## src/rtl/hrp_cfg.svh

```systemverilog
// hrp_cfg.svh: constants of the host register port and its global registers.
// assumes it is included once per compilation unit by its bare name.
`ifndef HRP_CFG_SVH
`define HRP_CFG_SVH

// ****************************************************************
// channel count and data width
// ****************************************************************
`define HRP_NCH 6
`define HRP_DW 8

// ****************************************************************
// register offsets
// ****************************************************************
`define HRP_ADDR_TX_ENABLE 8'h00
`define HRP_ADDR_RX_ENABLE 8'h08
`define HRP_ADDR_IRQ_ENABLE 8'h60
`define HRP_ADDR_IRQ_SUMMARY 8'h61
`define HRP_ADDR_PART_CODE 8'h6E
`define HRP_ADDR_REVISION 8'h6F

// ****************************************************************
// reset values
// ****************************************************************
`define HRP_RST_TX_ENABLE 8'h00
`define HRP_RST_RX_ENABLE 8'h00
`define HRP_RST_IRQ_ENABLE 8'h00
`define HRP_RST_IRQ_SUMMARY 8'h00
`define HRP_RST_READ_DATA 8'h00
// idle pin word: strobes and select high, everything else low
`define HRP_PINS_IDLE 21'h070000

// ****************************************************************
// timing
// ****************************************************************
`define HRP_CLK_PERIOD_NS 10
`define HRP_ASYNC_RDY_MAX_NS 65
`define HRP_ASYNC_RDY_MAX_CYC (`HRP_ASYNC_RDY_MAX_NS / `HRP_CLK_PERIOD_NS)
`define HRP_SYNC_RDY_PCLK_PERIODS 2
`define HRP_SYNC_RDY_EXTRA_NS 5
// strobe pin to ready low: two synchroniser stages plus the take edge
`define HRP_PORT_LATENCY_CYC 3

`endif

```

## src/rtl/hrp_pkg.sv

```systemverilog
// hrp_pkg.sv: types shared by the host register port files.
// assumes nothing beyond a SystemVerilog compiler.
`default_nettype none
package hrp_pkg;

  // host side pins as sampled, msb first
  typedef struct packed {
    logic pmode;
    logic pclk;
    logic cs_n;
    logic rd_n;
    logic wr_n;
    logic [7:0] addr;
    logic [7:0] wdata;
  } hrp_pins_type;

  typedef enum logic [2:0] {
    HRP_IDLE = 3'b001,
    HRP_DONE = 3'b010,
    HRP_WAIT_CS = 3'b100
  } hrp_state_type;

endpackage : hrp_pkg

`default_nettype wire

```

## src/rtl/hrp_sync.sv

```systemverilog
// hrp_sync.sv: two flip-flop synchroniser for a vector of levels.
// assumes each bit is a level that stays put for several core_clk cycles.
`timescale 1ns/1ps
`default_nettype none

module hrp_sync #(
  parameter int WIDTH = 1,
  parameter logic [WIDTH-1:0] RST_VAL = '0
) (
  // clock and reset
  input wire logic core_clk,
  input wire logic rst_n,
  // levels
  input wire logic [WIDTH-1:0] d,
  output var logic [WIDTH-1:0] q
);

  logic [WIDTH-1:0] meta_q;

  generate
    if (WIDTH < 1) begin : g_bad_width
      $error("hrp_sync: WIDTH must be at least 1");
    end
  endgenerate

  always_ff @(posedge core_clk or negedge rst_n) begin
    if (!rst_n) begin
      meta_q <= RST_VAL;
      q <= RST_VAL;
    end else begin
      meta_q <= d;
      q <= meta_q;
    end
  end

endmodule : hrp_sync

`default_nettype wire

```

## src/rtl/hrp_top.sv

```systemverilog
// hrp_top.sv: parallel host register port with the global register group.
// assumes host pins are asynchronous to core_clk, channel event and
// status-read pulses come from core_clk logic, and the data wire is
// resolved outside from data_out and data_oe.
`timescale 1ns/1ps
`default_nettype none
`include "hrp_cfg.svh"

// Overview of operation
// - data driven only while select and read strobe are both low.
// - ready goes low after read strobe once read data is valid.
// - write strobe with select low stores the byte, then ready low.
// - same handshake in asynchronous and synchronous timing modes.
// - asynchronous mode ready within 65 ns; strobes held 70 ns.
// - synchronous mode ready within two host clocks plus 5 ns.
// - reset held low 5 us; all registers return to defaults.
// - register 0x60 bits 0..5 enable channel interrupts.
// - read-only 0x61 bit sets on channel event, clears on status read.
// - 0x6E reads a fixed part code; writes ignored.
// - 0x6F reads the silicon revision; writes ignored.
// - interrupt output low on alarm, released once status cleared.
// - timing select pin low asynchronous, high synchronous to pclk.
module hrp_top #(
  parameter int NCH = `HRP_NCH,
  parameter logic [7:0] PART_CODE = 8'hA5, // arbitrary value
  parameter logic [7:0] REVISION = 8'h01 // arbitrary value
) (
  // clock and reset
  input wire logic core_clk,
  input wire logic rst_n,
  // host port pins
  input wire hrp_pkg::hrp_pins_type host_pins,
  output var logic [7:0] data_out,
  output var logic data_oe,
  output var logic rdy_n,
  output var logic irq_n,
  // channel side
  input wire logic [NCH-1:0] tx_enable_pin,
  input wire logic [NCH-1:0] chan_irq_event,
  input wire logic [NCH-1:0] chan_status_read,
  output var logic [NCH-1:0] tx_channel_on,
  output var logic [NCH-1:0] rx_channel_on
);
  import hrp_pkg::*;

  // ****************************************************************
  // elaboration checks
  // ****************************************************************
  generate
    if (NCH < 1 || NCH > `HRP_DW) begin : g_bad_nch
      $error("hrp_top: NCH must be 1 to 8");
    end
    if (`HRP_PORT_LATENCY_CYC > `HRP_ASYNC_RDY_MAX_CYC) begin : g_slow
      $error("hrp_top: port latency exceeds ready bound");
    end
  endgenerate

  // ****************************************************************
  // address decode
  // ****************************************************************
  function automatic logic addr_hit(input logic [7:0] a,
                                    input logic [7:0] reg_addr);
    addr_hit = (a == reg_addr);
  endfunction : addr_hit

  // ****************************************************************
  // pin synchronisers
  // ****************************************************************
  hrp_pins_type pins_s;
  logic [NCH-1:0] tx_pin_s;

  hrp_sync #(
    .WIDTH($bits(hrp_pins_type)),
    .RST_VAL(`HRP_PINS_IDLE)
  ) u_pin_sync (
    .core_clk(core_clk),
    .rst_n(rst_n),
    .d(host_pins),
    .q(pins_s)
  );

  hrp_sync #(
    .WIDTH(NCH),
    .RST_VAL('0)
  ) u_txpin_sync (
    .core_clk(core_clk),
    .rst_n(rst_n),
    .d(tx_enable_pin),
    .q(tx_pin_s)
  );

  // ****************************************************************
  // strobe qualification
  // ****************************************************************
  hrp_state_type state_q;
  hrp_state_type state_d;
  logic pclk_prev_q;
  logic [NCH-1:0] tx_en_q;
  logic [NCH-1:0] rx_en_q;
  logic [NCH-1:0] irq_en_q;
  logic [NCH-1:0] pend_q;
  logic [NCH-1:0] pend_d;
  logic [7:0] rd_mux;

  wire sel_rd = ~pins_s.cs_n & ~pins_s.rd_n;
  wire sel_wr = ~pins_s.cs_n & ~pins_s.wr_n;
  wire strobes_idle = pins_s.rd_n & pins_s.wr_n;
  wire pclk_rise = pins_s.pclk & ~pclk_prev_q;
  // asynchronous mode takes at once, synchronous on a host clock rise
  wire take_ok = ~pins_s.pmode | pclk_rise;
  wire start = (state_q == HRP_IDLE) & (sel_rd | sel_wr) & take_ok;
  // a read wins if both strobes are low
  wire do_write = start & sel_wr & ~sel_rd;

  wire hit_tx = addr_hit(pins_s.addr, `HRP_ADDR_TX_ENABLE);
  wire hit_rx = addr_hit(pins_s.addr, `HRP_ADDR_RX_ENABLE);
  wire hit_ien = addr_hit(pins_s.addr, `HRP_ADDR_IRQ_ENABLE);
  wire hit_sum = addr_hit(pins_s.addr, `HRP_ADDR_IRQ_SUMMARY);
  wire hit_part = addr_hit(pins_s.addr, `HRP_ADDR_PART_CODE);
  wire hit_rev = addr_hit(pins_s.addr, `HRP_ADDR_REVISION);

  // ****************************************************************
  // read selection
  // ****************************************************************
  always_comb begin
    if (hit_tx) begin
      rd_mux = 8'(tx_en_q);
    end else if (hit_rx) begin
      rd_mux = 8'(rx_en_q);
    end else if (hit_ien) begin
      rd_mux = 8'(irq_en_q);
    end else if (hit_sum) begin
      rd_mux = 8'(pend_q);
    end else if (hit_part) begin
      rd_mux = PART_CODE;
    end else if (hit_rev) begin
      rd_mux = REVISION;
    end else begin
      rd_mux = 8'h00;
    end
  end

  // ****************************************************************
  // handshake state machine
  // ****************************************************************
  always_comb begin
    state_d = state_q;
    case (state_q)
      HRP_IDLE: begin
        if (start) begin
          state_d = HRP_DONE;
        end
      end
      HRP_DONE: begin
        // ready stays low until the host lets go of the strobe
        if (strobes_idle) begin
          state_d = pins_s.cs_n ? HRP_IDLE : HRP_WAIT_CS;
        end
      end
      HRP_WAIT_CS: begin
        // no new command is taken until select has gone high
        if (pins_s.cs_n) begin
          state_d = HRP_IDLE;
        end
      end
      default: begin
        state_d = HRP_IDLE;
      end
    endcase
  end

  always_ff @(posedge core_clk or negedge rst_n) begin
    if (!rst_n) begin
      state_q <= HRP_IDLE;
      pclk_prev_q <= 1'b0;
      rdy_n <= 1'b1;
      data_oe <= 1'b0;
      data_out <= `HRP_RST_READ_DATA;
    end else begin
      state_q <= state_d;
      pclk_prev_q <= pins_s.pclk;
      rdy_n <= (state_d != HRP_DONE);
      data_oe <= sel_rd;
      if (start) begin
        data_out <= rd_mux;
      end
    end
  end

  // ****************************************************************
  // global registers
  // ****************************************************************
  // a new channel event wins over a status read in the same cycle
  assign pend_d = (pend_q & ~chan_status_read) | chan_irq_event;

  always_ff @(posedge core_clk or negedge rst_n) begin
    if (!rst_n) begin
      tx_en_q <= NCH'(`HRP_RST_TX_ENABLE);
      rx_en_q <= NCH'(`HRP_RST_RX_ENABLE);
      irq_en_q <= NCH'(`HRP_RST_IRQ_ENABLE);
      pend_q <= NCH'(`HRP_RST_IRQ_SUMMARY);
    end else begin
      pend_q <= pend_d;
      if (do_write && hit_tx) begin
        tx_en_q <= pins_s.wdata[NCH-1:0];
      end
      if (do_write && hit_rx) begin
        rx_en_q <= pins_s.wdata[NCH-1:0];
      end
      if (do_write && hit_ien) begin
        irq_en_q <= pins_s.wdata[NCH-1:0];
      end
    end
  end

  // ****************************************************************
  // channel controls and interrupt output
  // ****************************************************************
  always_ff @(posedge core_clk or negedge rst_n) begin
    if (!rst_n) begin
      tx_channel_on <= '0;
      rx_channel_on <= '0;
      irq_n <= 1'b1;
    end else begin
      tx_channel_on <= tx_en_q & tx_pin_s;
      rx_channel_on <= rx_en_q;
      irq_n <= ~|(pend_q & irq_en_q);
    end
  end

endmodule : hrp_top

`default_nettype wire

```

## config.mk

```make
export PLATFORM = sky130hd
export DESIGN_NAME = hrp_top
export DESIGN_NICKNAME = d
export VERILOG_FILES = /design/src/rtl/hrp_pkg.sv /design/src/rtl/hrp_sync.sv /design/src/rtl/hrp_top.sv
export VERILOG_INCLUDE_DIRS = /design/src /design/src/rtl
export SDC_FILE = /design/constraint.sdc
export NUM_CORES = 1
export LEC_CHECK = 0
export CORE_MARGIN = 3
export CORE_UTILIZATION = 40
export DETAILED_ROUTE_END_ITERATION = 7
export DONT_BUFFER_PORTS = 1
export PLACE_DENSITY = 0.5
export RECOVER_POWER = 25
export SLEW_MARGIN = 10
export SYNTH_ARGS = -nofsm -noshare
export SYNTH_HDL_FRONTEND = slang
export SYNTH_SLANG_ARGS = --single-unit
```

## constraint.sdc

```tcl
create_clock -name core_clk -period 2.55 [get_ports core_clk]
set_input_delay 0.1275 -clock core_clk [delete_from_list [all_inputs] [get_ports core_clk]]
set_output_delay 0.1275 -clock core_clk [all_outputs]
set_load 0.05 [all_outputs]
```

; Word level (Yosys, flattened, before mapping)
; Index checks and enable logic that the tools add are counted.
[word_totals]
wordCells = 63
in_bits = 41
reg_bits = 105
[op_classes]
n_eq_ne = 9
bitwise = 21
n_reduce_logical = 6
n_mux = 11
[op_table]
columns = op, n
row1 = two-way mux 8 bit, 5
row2 = "equality test 8 x 7 -> 1 bit, second input constant", 4
row3 = bitwise AND 6 bit, 3
row4 = two-way mux 3 bit, 4
row5 = case mux 3 bit (3 select lines), 1
row6 = bitwise AND 1 bit, 8
row7 = "equality test 8 x 4 -> 1 bit, second input constant", 1
row8 = zero test 8 bit, 1
row9 = inverter 1 bit, 6
row10 = inverter 6 bit, 1
row11 = OR 6 bit, 1
row12 = OR reduction 6 bit, 1
row13 = "equality test 3 x 1 -> 1 bit, second input constant", 1
row14 = "equality test 3 x 2 -> 1 bit, second input constant", 1
row15 = "equality test 3 bit, second input constant", 1
row16 = logical AND 1 bit, 3
row17 = "!= test 3 x 2 -> 1 bit, second input constant", 1
row18 = OR 1 bit, 2
row19 = zero test 1 bit, 1
row20 = two-way mux 1 bit, 1

; Longest topological paths before layout
; Gate-level depths: netlist of run 1.
[depth]
word_depth = 8
ltp_mapped = 5
depth_no_buf = 4

; Cells and area by module
; A second synthesis of run 1 with hierarchy kept.
[unflattened]
cells_unflattened = 227
area_unflattened_um2 = 3533.4
[modules_own_cells]
columns = mod, cells_per_inst, instances, area_per_inst_um2, seq_area_each_um2
row1 = hrp_top, 173, 1, 2174.6, 1255.0
row2 = hrp_sync (u_pin_sync), 42, 1, 1058.5, 1058.5
row3 = hrp_sync (u_txpin_sync), 12, 1, 300.3, 300.3

; Worst setup path after synthesis of run 1
; No wires, ideal clock.
[synth_path]
kind = register to register
start = register u_pin_sync.q[17]
end = register rx_en_q[0]
t_arrival_ns = 1.925
synth_period_minus_slack_ns = 2.052
t_required_ns = 2.423
path_buffers = 1
path_stages_with_launch = 6
setup_slack_ns = 0.498
setup_ns = 0.127
path_cell_list = dfstp_2 > or3b_1 > a2111oi_4 > and4_1 > buf_4 > mux2_1
[synth_via]
elab_chain_len = 8
[synth_lines]
columns = element, line
row1 = from (decl), hrp_sync.sv:15  ; output var logic [WIDTH-1:0] q
row2 = from (signal assigned), hrp_sync.sv:32  ; q <= meta_q;
row3 = inverter 1 bit (*), hrp_top.sv:105  ; wire sel_rd = ~pins_s.cs_n & ~pins_s.rd_n;
row4 = bitwise AND 1 bit (*), hrp_top.sv:105
row5 = OR 1 bit, hrp_top.sv:111  ; wire start = (state_q == HRP_IDLE) & (sel_rd | sel_wr) & take_ok;
row6 = bitwise AND 1 bit (2 in a row), hrp_top.sv:111
row7 = bitwise AND 1 bit, hrp_top.sv:113  ; wire do_write = start & sel_wr & ~sel_rd;
row8 = bitwise AND 1 bit (*), hrp_top.sv:113
row9 = logical AND 1 bit (*), hrp_top.sv:207  ; if (do_write && hit_rx) begin
row10 = to (signal assigned), hrp_top.sv:199  ; rx_en_q <= NCH'(`HRP_RST_RX_ENABLE);
row11 = to (signal assigned), hrp_top.sv:208  ; rx_en_q <= pins_s.wdata[NCH-1:0];
row12 = to (decl), hrp_top.sv:99  ; logic [NCH-1:0] rx_en_q;
; Every way passes the cells marked *; elsewhere a longest branch is shown, timed or not.
; A chain may end at the register's enable or synchronous reset.

; Worst setup path in the final report of run 1
[layout_path]
start = register u_pin_sync.q[17]
end = register rx_en_q[2]
; The elaborated chain is that of the path after synthesis.

==> metrics.md, run 1 <==
| Metric | Value |
|---|---|
| Min Tclk post-route | between 2000 and 2500 ps |
| Fraction of layout cells with a size suffix above 1 | 0.162 |
| Area grow syn2layout | 22.6% |
| CP Capture Type | flip-flop |
| CTS tree | yes |
| Final Util | 0.509 |
| Top_reg_cell synth | dfrtp_1 |
| Die footprint | 9750 µm² |
| DR iter-0 viols | 56 |
| Syn Inst Count | 225 |
| Mean Syn Cell Area | 15.3 µm² |
| Crit Path Max Fanout | 6 |
| Fin crit share | 0.900 |
| Final Power | 3200 µW |
| Yosys warning total | 0 |
| # DRC | 0 |
| Vias post-DR | 1892 |
| CTS buffer count | 9 |
| Hold path start | host_pins[18] |
| Worst EP required | 2790 ps |
| Post-synth EDFFs | 0 |
| Via count of the first global-routing pass | 2078 |
| Maximum achievable frequency | approximately 0.44 GHz |
| Setup TNS | 0 ps |
| Netlist cell types | 46 |
| Max-Cap Viols | 0 |
| Most common cell in the netlist | dfrtp_1 |
| Post-DP HPWL | 3920 µm |
| Clock Path Buffers | 2 |
| Post-synth top area cell | dfrtp_1 |
| RSZ-0062 raised after global routing | no |
| Placer Congestion | 0.824 |
| Sequential area share after synthesis | 0.730 |
| Post-route insts no fill | 383 |
| #FFs+latches synth | 100 |
| P per Cell Area | between 700 and 800 nW/µm² |
| Via density | 4.94 |
| N_diodes | 0 |
| Die width | 98.8 µm |
| Grt ovf | 0 |
| Buffers on Ports | 0 |
| Max Transition Viols Final | 0 |
| Placed insts | approximately 330 |
| Critical path arrival | 2530 ps |
| Total track usage | 0.145 |
| DRT Pass-1 Iters | 4 |
| Hold Path Stages | 1 |
| Slew @ Worst Pin | 530 ps |
| I/O pin total | 64 |
| Worst R2R Path Depth | 4 |
| Antenna violations before repair | 0 |
| DR WL/cell | 16.4 µm |
| Reg2reg start | u_pin_sync.q[17]$_DFF_PN1_ |
| Outcome | finished clean |
| Commonest cells post-synth | 91 x dfrtp_1, 12 x mux2_2, 9 x dfstp_2, 9 x inv_1, 9 x o21ai_0 |
| Lkg Pwr | 0.00191 µW |
| CP startpoint kind | flip-flop |
| Crit Path Class | reg -> reg |
| Final setup vio count | 0 |
| Row cnt | 33 |
| Setup Buffers After CTS | 0 |
| Reg clk slew, reported paths | ~100 ps |
| Yosys top cell area share | 0.662 |
| Core region area | 8300 µm² |
| Number of nets still failing antenna checks after routing | 0 |
| Final Routed Wirelength | around 6300 µm |
| Worst hold path type | in -> reg |
| Relative slew slack | 0.647 |
| Post-synth net total | around 270 |
| Die extent in y | 98.8 µm |
| CTS sink cnt | 100 |
| Worst Skew | between 10 and 15 ps |
| Async SR Flop Fraction | 1.00 |
| Largest net degree at the start of global routing | 101 |
| Starting Density | 0.415 |
| Crit. Startpoint | u_pin_sync.q[17]$_DFF_PN1_ |
| Cell types occupying the most area after synthesis | dfrtp_1 66%, dfstp_2 6.9%, mux2_2 3.9%, mux2i_1 2.3%, mux2_1 2.0% |
| CTS H-tree depth | 3 |
| Final nets | 315 |
| Final Hold Viols | 0 |
| Root Driver | clkbuf_8 |
| First-pass GRT wire length | 10900 µm |
| Post-Syn Area | between 3000 and 4000 µm² |
| Worst-Skew Late Latency | 360 ps |
| Worst IR Drop VDD | between 0.3 and 0.4 mV |
==> power by group <==
group	total (µW)	switching (µW)	internal (µW)	leakage [µW]
clock	1180	529	650	0.000120
combinational	183	84.8	98.7	0.000563
sequential	1840	168	1670	0.00123
==> critical path: stages, from the launching register on <==
cell	delay [ps]
dfstp_2	570
or3b_1	410
a2111oi_4	370
and4_1	480
mux2_1	360
==> stage by stage <==
stage | worst slack, ps | instance area [µm²] | hold WS, ps
2_1_floorplan | 498 | 3440 | -168
3_3_place_gp | 279 | 3580 | -166
3_5_place_dp | 224 | 3580 | -166
4_1_cts | 206 | 4220 | 297
5_1_grt | 87.2 | 4220 | 288
6_report | 255 | 4220 | 305
==> sequential cells by signal, indices dropped and copies added, names as in the netlist <==
signal and count:
pclk_prev_q 1, u_txpin_sync.meta_q 6, tx_en_q 6, u_txpin_sync.q 6
irq_en_q 6, state_q 3, u_pin_sync.meta_q 19, rx_channel_on 6
rx_en_q 6, irq_n 1, data_oe 1, u_pin_sync.q 19
data_out 7, rdy_n 1, pend_q 6, tx_channel_on 6
==> cell families (layout without fill, tap and decap cells) <==
group,Yosys count,count (layout),synth area share
simple gates,44,44,0.0796
mux,26,26,0.0822
flops,100,100,0.730
xor+xnor,1,1,0.00254
compound gates,39,39,0.0865
other cells,1,1,0.00109
buf+inv,14,67,0.0178
==> placed cells by master (no fill, tap or decap), types with 3 or more instances in the layout <==
cell / instances
clkbuf_8: 9
dfrtp_1: 91
dlygate4sd3_1: 38
mux2_1: 6
mux2i_1: 8
o21ai_0: 9
inv_1: 9
nor2b_1: 4
o21a_1: 3
a21o_1: 7
dfstp_2: 9
and2_1: 6
nor2_1: 6
nand3_1: 4
buf_4: 4
mux2_2: 12
nand2b_1: 4
bufinv_16: 3
nand2_1: 4
==> routing by layer <==
layer	vias up	track usage	wire length, µm
li1	885	-	-
met1	953	0.186	2780
met2	48	0.231	3070
met3	6	0.0566	368
met4	0	0.0410	72
met5	-	0	0
==> final timing paths <==
check	to	slack (ps)
max	rx_en_q[2]$_DFFE_PN0P_	260
min	u_pin_sync.meta_q[18]$_DFF_PN1_	300
max reg2reg	rx_en_q[2]$_DFFE_PN0P_	260
min reg2reg	u_pin_sync.q[20]$_DFF_PN0_	350
max in group asynchronous	irq_n$_DFF_PN1_	1780
min in group asynchronous	u_pin_sync.q[10]$_DFF_PN0_	350
==> timing repair <==
action	4_1_cts	5_1_grt
resized for setup	0	0
endpoints found under the hold margin	131	0
hold buffers	39	0
==> area by class of cell <==
| cell class | count | area [µm²] |
|---|---|---|
| repair buffers | 43 | 438 |
| clock buffers | 9 | 124 |
| clock inverters | 6 | 113 |
| flip-flops and latches | 100 | 2510 |
| well taps | 105 | 131 |
| inverters | 9 | 33.8 |
| multi-input cells | 111 | 867 |
| fillers | 715 | 4080 |
(Power assumes the default switching activity.)
==> inputs of run 2 (changes only) <==
Settings changed: CTS_CLUSTER_SIZE set to 16, PLACE_DENSITY 0.5 to 0.52.
Clock period 2.55 ns to 2.01 ns, I/O delays scaled along.
==> metrics.md, run 2 (same netlist as run 1, synthesis figures left out) <==
| Metric | Value |
|---|---|
| Failing checks | negative hold slack |
| DR iter-0 viols | 98 |
| DRT Pass-1 Iters | 4 |
| Lkg Pwr | 0.00192 µW |
| Largest stage delay, worst path | 540 ps |
| Total track usage | 0.143 |
| Final nets | about 320 |
| Post-DP HPWL | 4060 µm |
| Vias post-DR | about 1900 |
| Maximum achievable frequency | 0.506 GHz |
| CTS H-tree depth | 3 |
| Worst Skew | 8.13 ps |
| N_diodes | 0 |
| Post-cts hold buffer count | 37 |
| Final Routed Wirelength | 6310 µm |
| I/O pin total | 64 |
| Pre-CTS worst setup slack | -12.3 ps |
| Final setup vio count | 0 |
| Slew @ Worst Pin | about 520 ps |
| CTS sink cnt | 100 |
| Relative slew slack | 0.656 |
| Grt ovf | 0 |
| Critical path arrival | 2220 ps |
| Worst-Skew Late Latency | 360 ps |
| Buffers on Ports | 0 |
| Hold WS | -570 ps |
| Largest net degree at the start of global routing | 101 |
| Row cnt | 33 |
| # DRC | 0 |
| Max Transition Viols Final | 0 |
| Commonest non-fill, non-tap cell in the layout | dfrtp_1 |
| Worst EP required | 2250 ps |
| First-pass GRT wire length | about 11000 µm |
| Min Tclk post-route | 1970 ps |
| Reg clk slew, reported paths | 90 ps |
| Worst hold path type | in -> async |
| P per Cell Area | 924 nW/µm² |
| Biggest regs | u_pin_sync.meta_q (19), u_pin_sync.q (19), data_out (7) |
| Max-Cap Viols | 0 |
| Die extent in y | 98.8 µm |
| Critical-path top delay cell | dfstp_2 |
| Final Util | 0.513 |
| Outcome | finished with violations |
| Crit Path Class | reg -> reg |
| Die width | 98.8 µm |
| Fin crit share | 0.982 |
| Die footprint | around 10000 µm² |
| Commonest non-fill, non-tap cells in the layout | 91 x dfrtp_1, 37 x dlygate4sd3_1, 12 x mux2_2 |
| CP startpoint kind | flip-flop |
| Starting Density | 0.415 |
| Worst IR Drop VDD | 0.433 mV |
| Area grow syn2layout | 23.7% |
| Placer Congestion | roughly 0.82 |
| DR WL/cell | 16.3 µm |
| Critical Path, Cell by Cell | or3b_4 -> a2111oi_4 -> and4_1 -> buf_6 -> mux2_4 |
| CTS tree | yes |
| Clock Path Buffers | 2 |
| Final Hold Viols | 100 |
| RSZ-0062 raised after global routing | yes |
| Number of nets still failing antenna checks after routing | 0 |
| Core region area | 8300 µm² |
| CTS buffer count | 9 |
| Antenna violations before repair | 0 |
| Fin worst setup slack | between 30 and 40 ps |
| Setup TNS | 0 ps |
| Root Driver | clkbuf_8 |
| Fraction of layout cells with a size suffix above 1 | 0.201 |
| Final Power | 3940 µW |
| Via count of the first global-routing pass | 2074 |
| Crit Path Max Fanout | 6 |
| Via density | 4.98 |
| CP Capture Type | flip-flop |
-- run 2: timing repair --
| action | 4_1_cts | 5_1_grt |
|---|---|---|
| resized for setup | 2 | 8 |
| hold endpoints to repair | 131 | 100 |
| setup endpoints to repair | 12 | 17 |
| buffers inserted | 0 | 0 |
| cloned | 0 | 0 |
| pin swaps | 1 | 0 |
-- run 2: metal layers --
| layer | part of all wire | wire [µm] | up-vias | track usage |
|---|---|---|---|---|
| met1 | 0.45 | 2820 | 976 | 0.191 |
| li1 | - | - | 899 | - |
| met4 | 0.012 | 75 | 0 | 0.0410 |
| met3 | 0.068 | 428 | 6 | 0.0594 |
| met2 | 0.47 | 2990 | 53 | 0.216 |
| met5 | 0 | 0 | - | 0 |
-- run 2: layout make-up --
class                           instances  area, µm²
Fill cell                             685       4040
Sequential cell                       100       2510
Multi-Input combinational cell        111        907
Timing Repair Buffer                   47        449
Tap cell                              105        131
Clock buffer                           10        128
Clock inverter                          6       96.3
Inverter                                9       33.8
-- run 2: critical path, delay by kind of cell, from the launching register on --
| kind | cells | cell delay [ps] |
|---|---|---|
| mux | 1 | 300 |
| buf+inv | 1 | 160 |
| flops | 1 | 540 |
| simple gates | 2 | 640 |
| compound gates | 1 | 220 |
-- run 2: final timing paths --
kind | startpoint | to | slack (ps) | cells past startpoint
max reg2reg | u_pin_sync.q[17]$_DFF_PN1_ | rx_en_q[0]$_DFFE_PN0P_ | 40 | 5
min in group core_clk | host_pins[16] | u_pin_sync.meta_q[16]$_DFF_PN1_ | 280 | 1
min | rst_n | data_oe$_DFF_PN0_ | -570 | 0
max in group asynchronous | rst_n | irq_n$_DFF_PN1_ | 2340 | 0
max | u_pin_sync.q[17]$_DFF_PN1_ | rx_en_q[0]$_DFFE_PN0P_ | 40 | 5
min reg2reg | u_pin_sync.meta_q[15]$_DFF_PN0_ | u_pin_sync.q[15]$_DFF_PN0_ | 350 | 0
-- run 2: where the power goes --
part	internal (µW)	switching, µW
combinational	127	82.5
clock	717	684
sequential	2120	205
-- run 2: through the flow --
| stage | cell area (µm²) | std cells |
|---|---|---|
| after detailed placement | 3620 | 335 |
| after global routing | 4260 | 388 |
| after global placement | 3620 | 335 |
| after floorplan | 3440 | 225 |
| after CTS | 4220 | 388 |
| final | 4260 | 388 |
==> inputs of run 3 (changes only) <==
--- a/constraint.sdc
+++ b/constraint.sdc
@@ -3,2 +3,2 @@
 set_output_delay 0.1005 -clock core_clk [all_outputs]
-set_load 0.05 [all_outputs]
+set_load 0.02 [all_outputs]
==> metrics.md, run 3 (same netlist as run 1, synthesis figures left out) <==
| Metric | Value |
|---|---|
| Core region area | 8300 µm² |
| DR WL/cell | 16.0 µm |
| Lkg Pwr | 0.00192 µW |
| Buffers on Ports | 0 |
| CTS tree | yes |
| N_diodes | 0 |
| Wire length on met1 | 2770 µm |
| Antenna violations before repair | 0 |
| CTS H-tree depth | 3 |
| Total track usage | 0.141 |
| Clock Path Buffers | 2 |
| Final Routed Wirelength | approximately 6200 µm |
| Worst Skew | 8.41 ps |
| Setup Buffers After CTS | 0 |
| Maximum achievable frequency | 0.500 GHz |
| Die footprint | 9750 µm² |
| WL met2 | around 3000 µm |
| DR iter-0 viols | 58 |
| # DRC | 0 |
| # fillers | 704 |
| Biggest regs | u_pin_sync.meta_q (19), u_pin_sync.q (19), data_out (7) |
| Hold WS | -564 ps |
| Final Power | ~3800 µW |
| Routed wl met3 | between 400 and 500 µm |
| Critical path arrival | 2240 ps |
| Number of nets still failing antenna checks after routing | 0 |
| Worst-Skew Late Latency | ~350 ps |
| Reg2reg start | u_pin_sync.q[17]$_DFF_PN1_ |
| Via count of the first global-routing pass | ~2000 |
| Design area | 4240 µm² |
| Grt ovf | 0 |
| Relative slew slack | 0.665 |
| RSZ-0062 raised after global routing | yes |
| Starting Density | 0.415 |
| CTS buffer count | 9 |
| CP Capture Type | flip-flop |
| Placer Congestion | 0.824 |
| Commonest non-fill, non-tap cells in the layout | 91 x dfrtp_1, 37 x dlygate4sd3_1, 12 x mux2_2 |
| Placed insts | 335 |
| Area after DPL | 3620 µm² |
| Worst EP required | 2250 ps |
| Worst IR Drop VDD | around 0.45 mV |
| Crit Path Max Fanout | 6 |
| Outcome | finished with violations |
| Vias post-DR | 1918 |
| Post-route insts no fill | 388 |
| Reg2reg end | rx_en_q[3]$_DFFE_PN0P_ |
| Worst R2R Path Depth | 5 |
| Failing checks | negative hold slack |
| Min Tclk post-route | between 1500 and 2000 ps |
| Worst hold path type | in -> async |
| Area grow syn2layout | 23.1% |
| I/O pin total | 64 |
| DRT Pass-1 Iters | 4 |
| Final nets | 319 |
| Fin crit share | 0.995 |
| Crit Path Class | reg -> reg |
| CTS sink cnt | 100 |
| Largest net degree at the start of global routing | 101 |
| Fraction of layout cells with a size suffix above 1 | 0.180 |
| Die width | 98.8 µm |
| Final setup vio count | 0 |
| Slew @ Worst Pin | 498 ps |
| Max-Cap Viols | 0 |
| Via density | just under 5 |
| Top sig layer | met4 |
| P per Cell Area | 907 nW/µm² |
| Reg clk slew, reported paths | ~90 ps |
| CP startpoint kind | flip-flop |
| Row cnt | 33 |
| Commonest non-fill, non-tap cell in the layout | dfrtp_1 |
| Root Driver | clkbuf_8 |
| Reg2Reg Setup Slack | a little over 10 ps |
| Max Transition Viols Final | 0 |
| Post-DP HPWL | 4040 µm |
| Die extent in y | 98.8 µm |
| Final Hold Viols | 100 |
| First-pass GRT wire length | 10600 µm |
| Final Util | 0.510 |
| Post-cts hold buffer count | 37 |
[run 3: cell types whose count changed in the layout (fill, tap and decap cells not counted)]
cell	before	now
mux2_1	0	6
mux2_4	6	0
[run 3: metal layers]
layer,GRT usage,up-vias
li1,-,893
met1,0.187,965
met2,0.209,50
met3,0.0573,10
met4,0.0504,0
met5,0,-
[run 3: repair_timing]
item,CTS,global route
pin swaps,1,0
resized for setup,2,2
setup endpoints to repair,11,13
hold endpoints to repair,131,100
[run 3: area by class of cell]
class	count	area [µm²]	area share
Inverter	9	33.8	0.00797
Clock buffer	10	128	0.0301
Multi-Input combinational cell	111	885	0.209
Sequential cell	100	2510	0.593
Timing Repair Buffer	47	449	0.106
Clock inverter	6	96.3	0.0227
Tap cell	105	131	0.0310
[run 3: power breakdown]
group	total [µW]	leakage [µW]	switching, µW	internal (µW)
logic	206	0.000579	80.2	126
clock network	1390	0.000109	678	717
registers	2240	0.00123	119	2120
total	3840	0.00192	877	2970
[run 3: per-stage QoR]
step	TNS, ps	setup WS (ps)
final	0	10.1
after global routing	-377	-78.5
after CTS	0	0.349
after detailed placement	-21.0	-17.5
after global placement	0	1.99
after floorplan	0	39.1
[run 3: worst max path at each step]
stage / startpoint / cells past startpoint / slack, ps / to
floorplan: u_pin_sync.q[17]$_DFF_PN1_ / 5 / 40 / rx_en_q[0]$_DFFE_PN0P_
global placement: u_pin_sync.q[17]$_DFF_PN1_ / 5 / 2 / rx_en_q[3]$_DFFE_PN0P_
detailed placement: u_pin_sync.q[17]$_DFF_PN1_ / 5 / -20 / rx_en_q[3]$_DFFE_PN0P_
CTS: u_pin_sync.q[17]$_DFF_PN1_ / 5 / 0.3 / rx_en_q[3]$_DFFE_PN0P_
global route: u_pin_sync.q[17]$_DFF_PN1_ / 5 / -80 / rx_en_q[1]$_DFFE_PN0P_
finish: u_pin_sync.q[17]$_DFF_PN1_ / 5 / 10 / rx_en_q[3]$_DFFE_PN0P_
[run 3: worst max-delay path, cell delays in order, from the launching register on]
cell       delay [ps]
dfstp_2           540
or3b_4            400
a2111oi_4         230
and4_1            250
buf_6             140
mux2_1            330
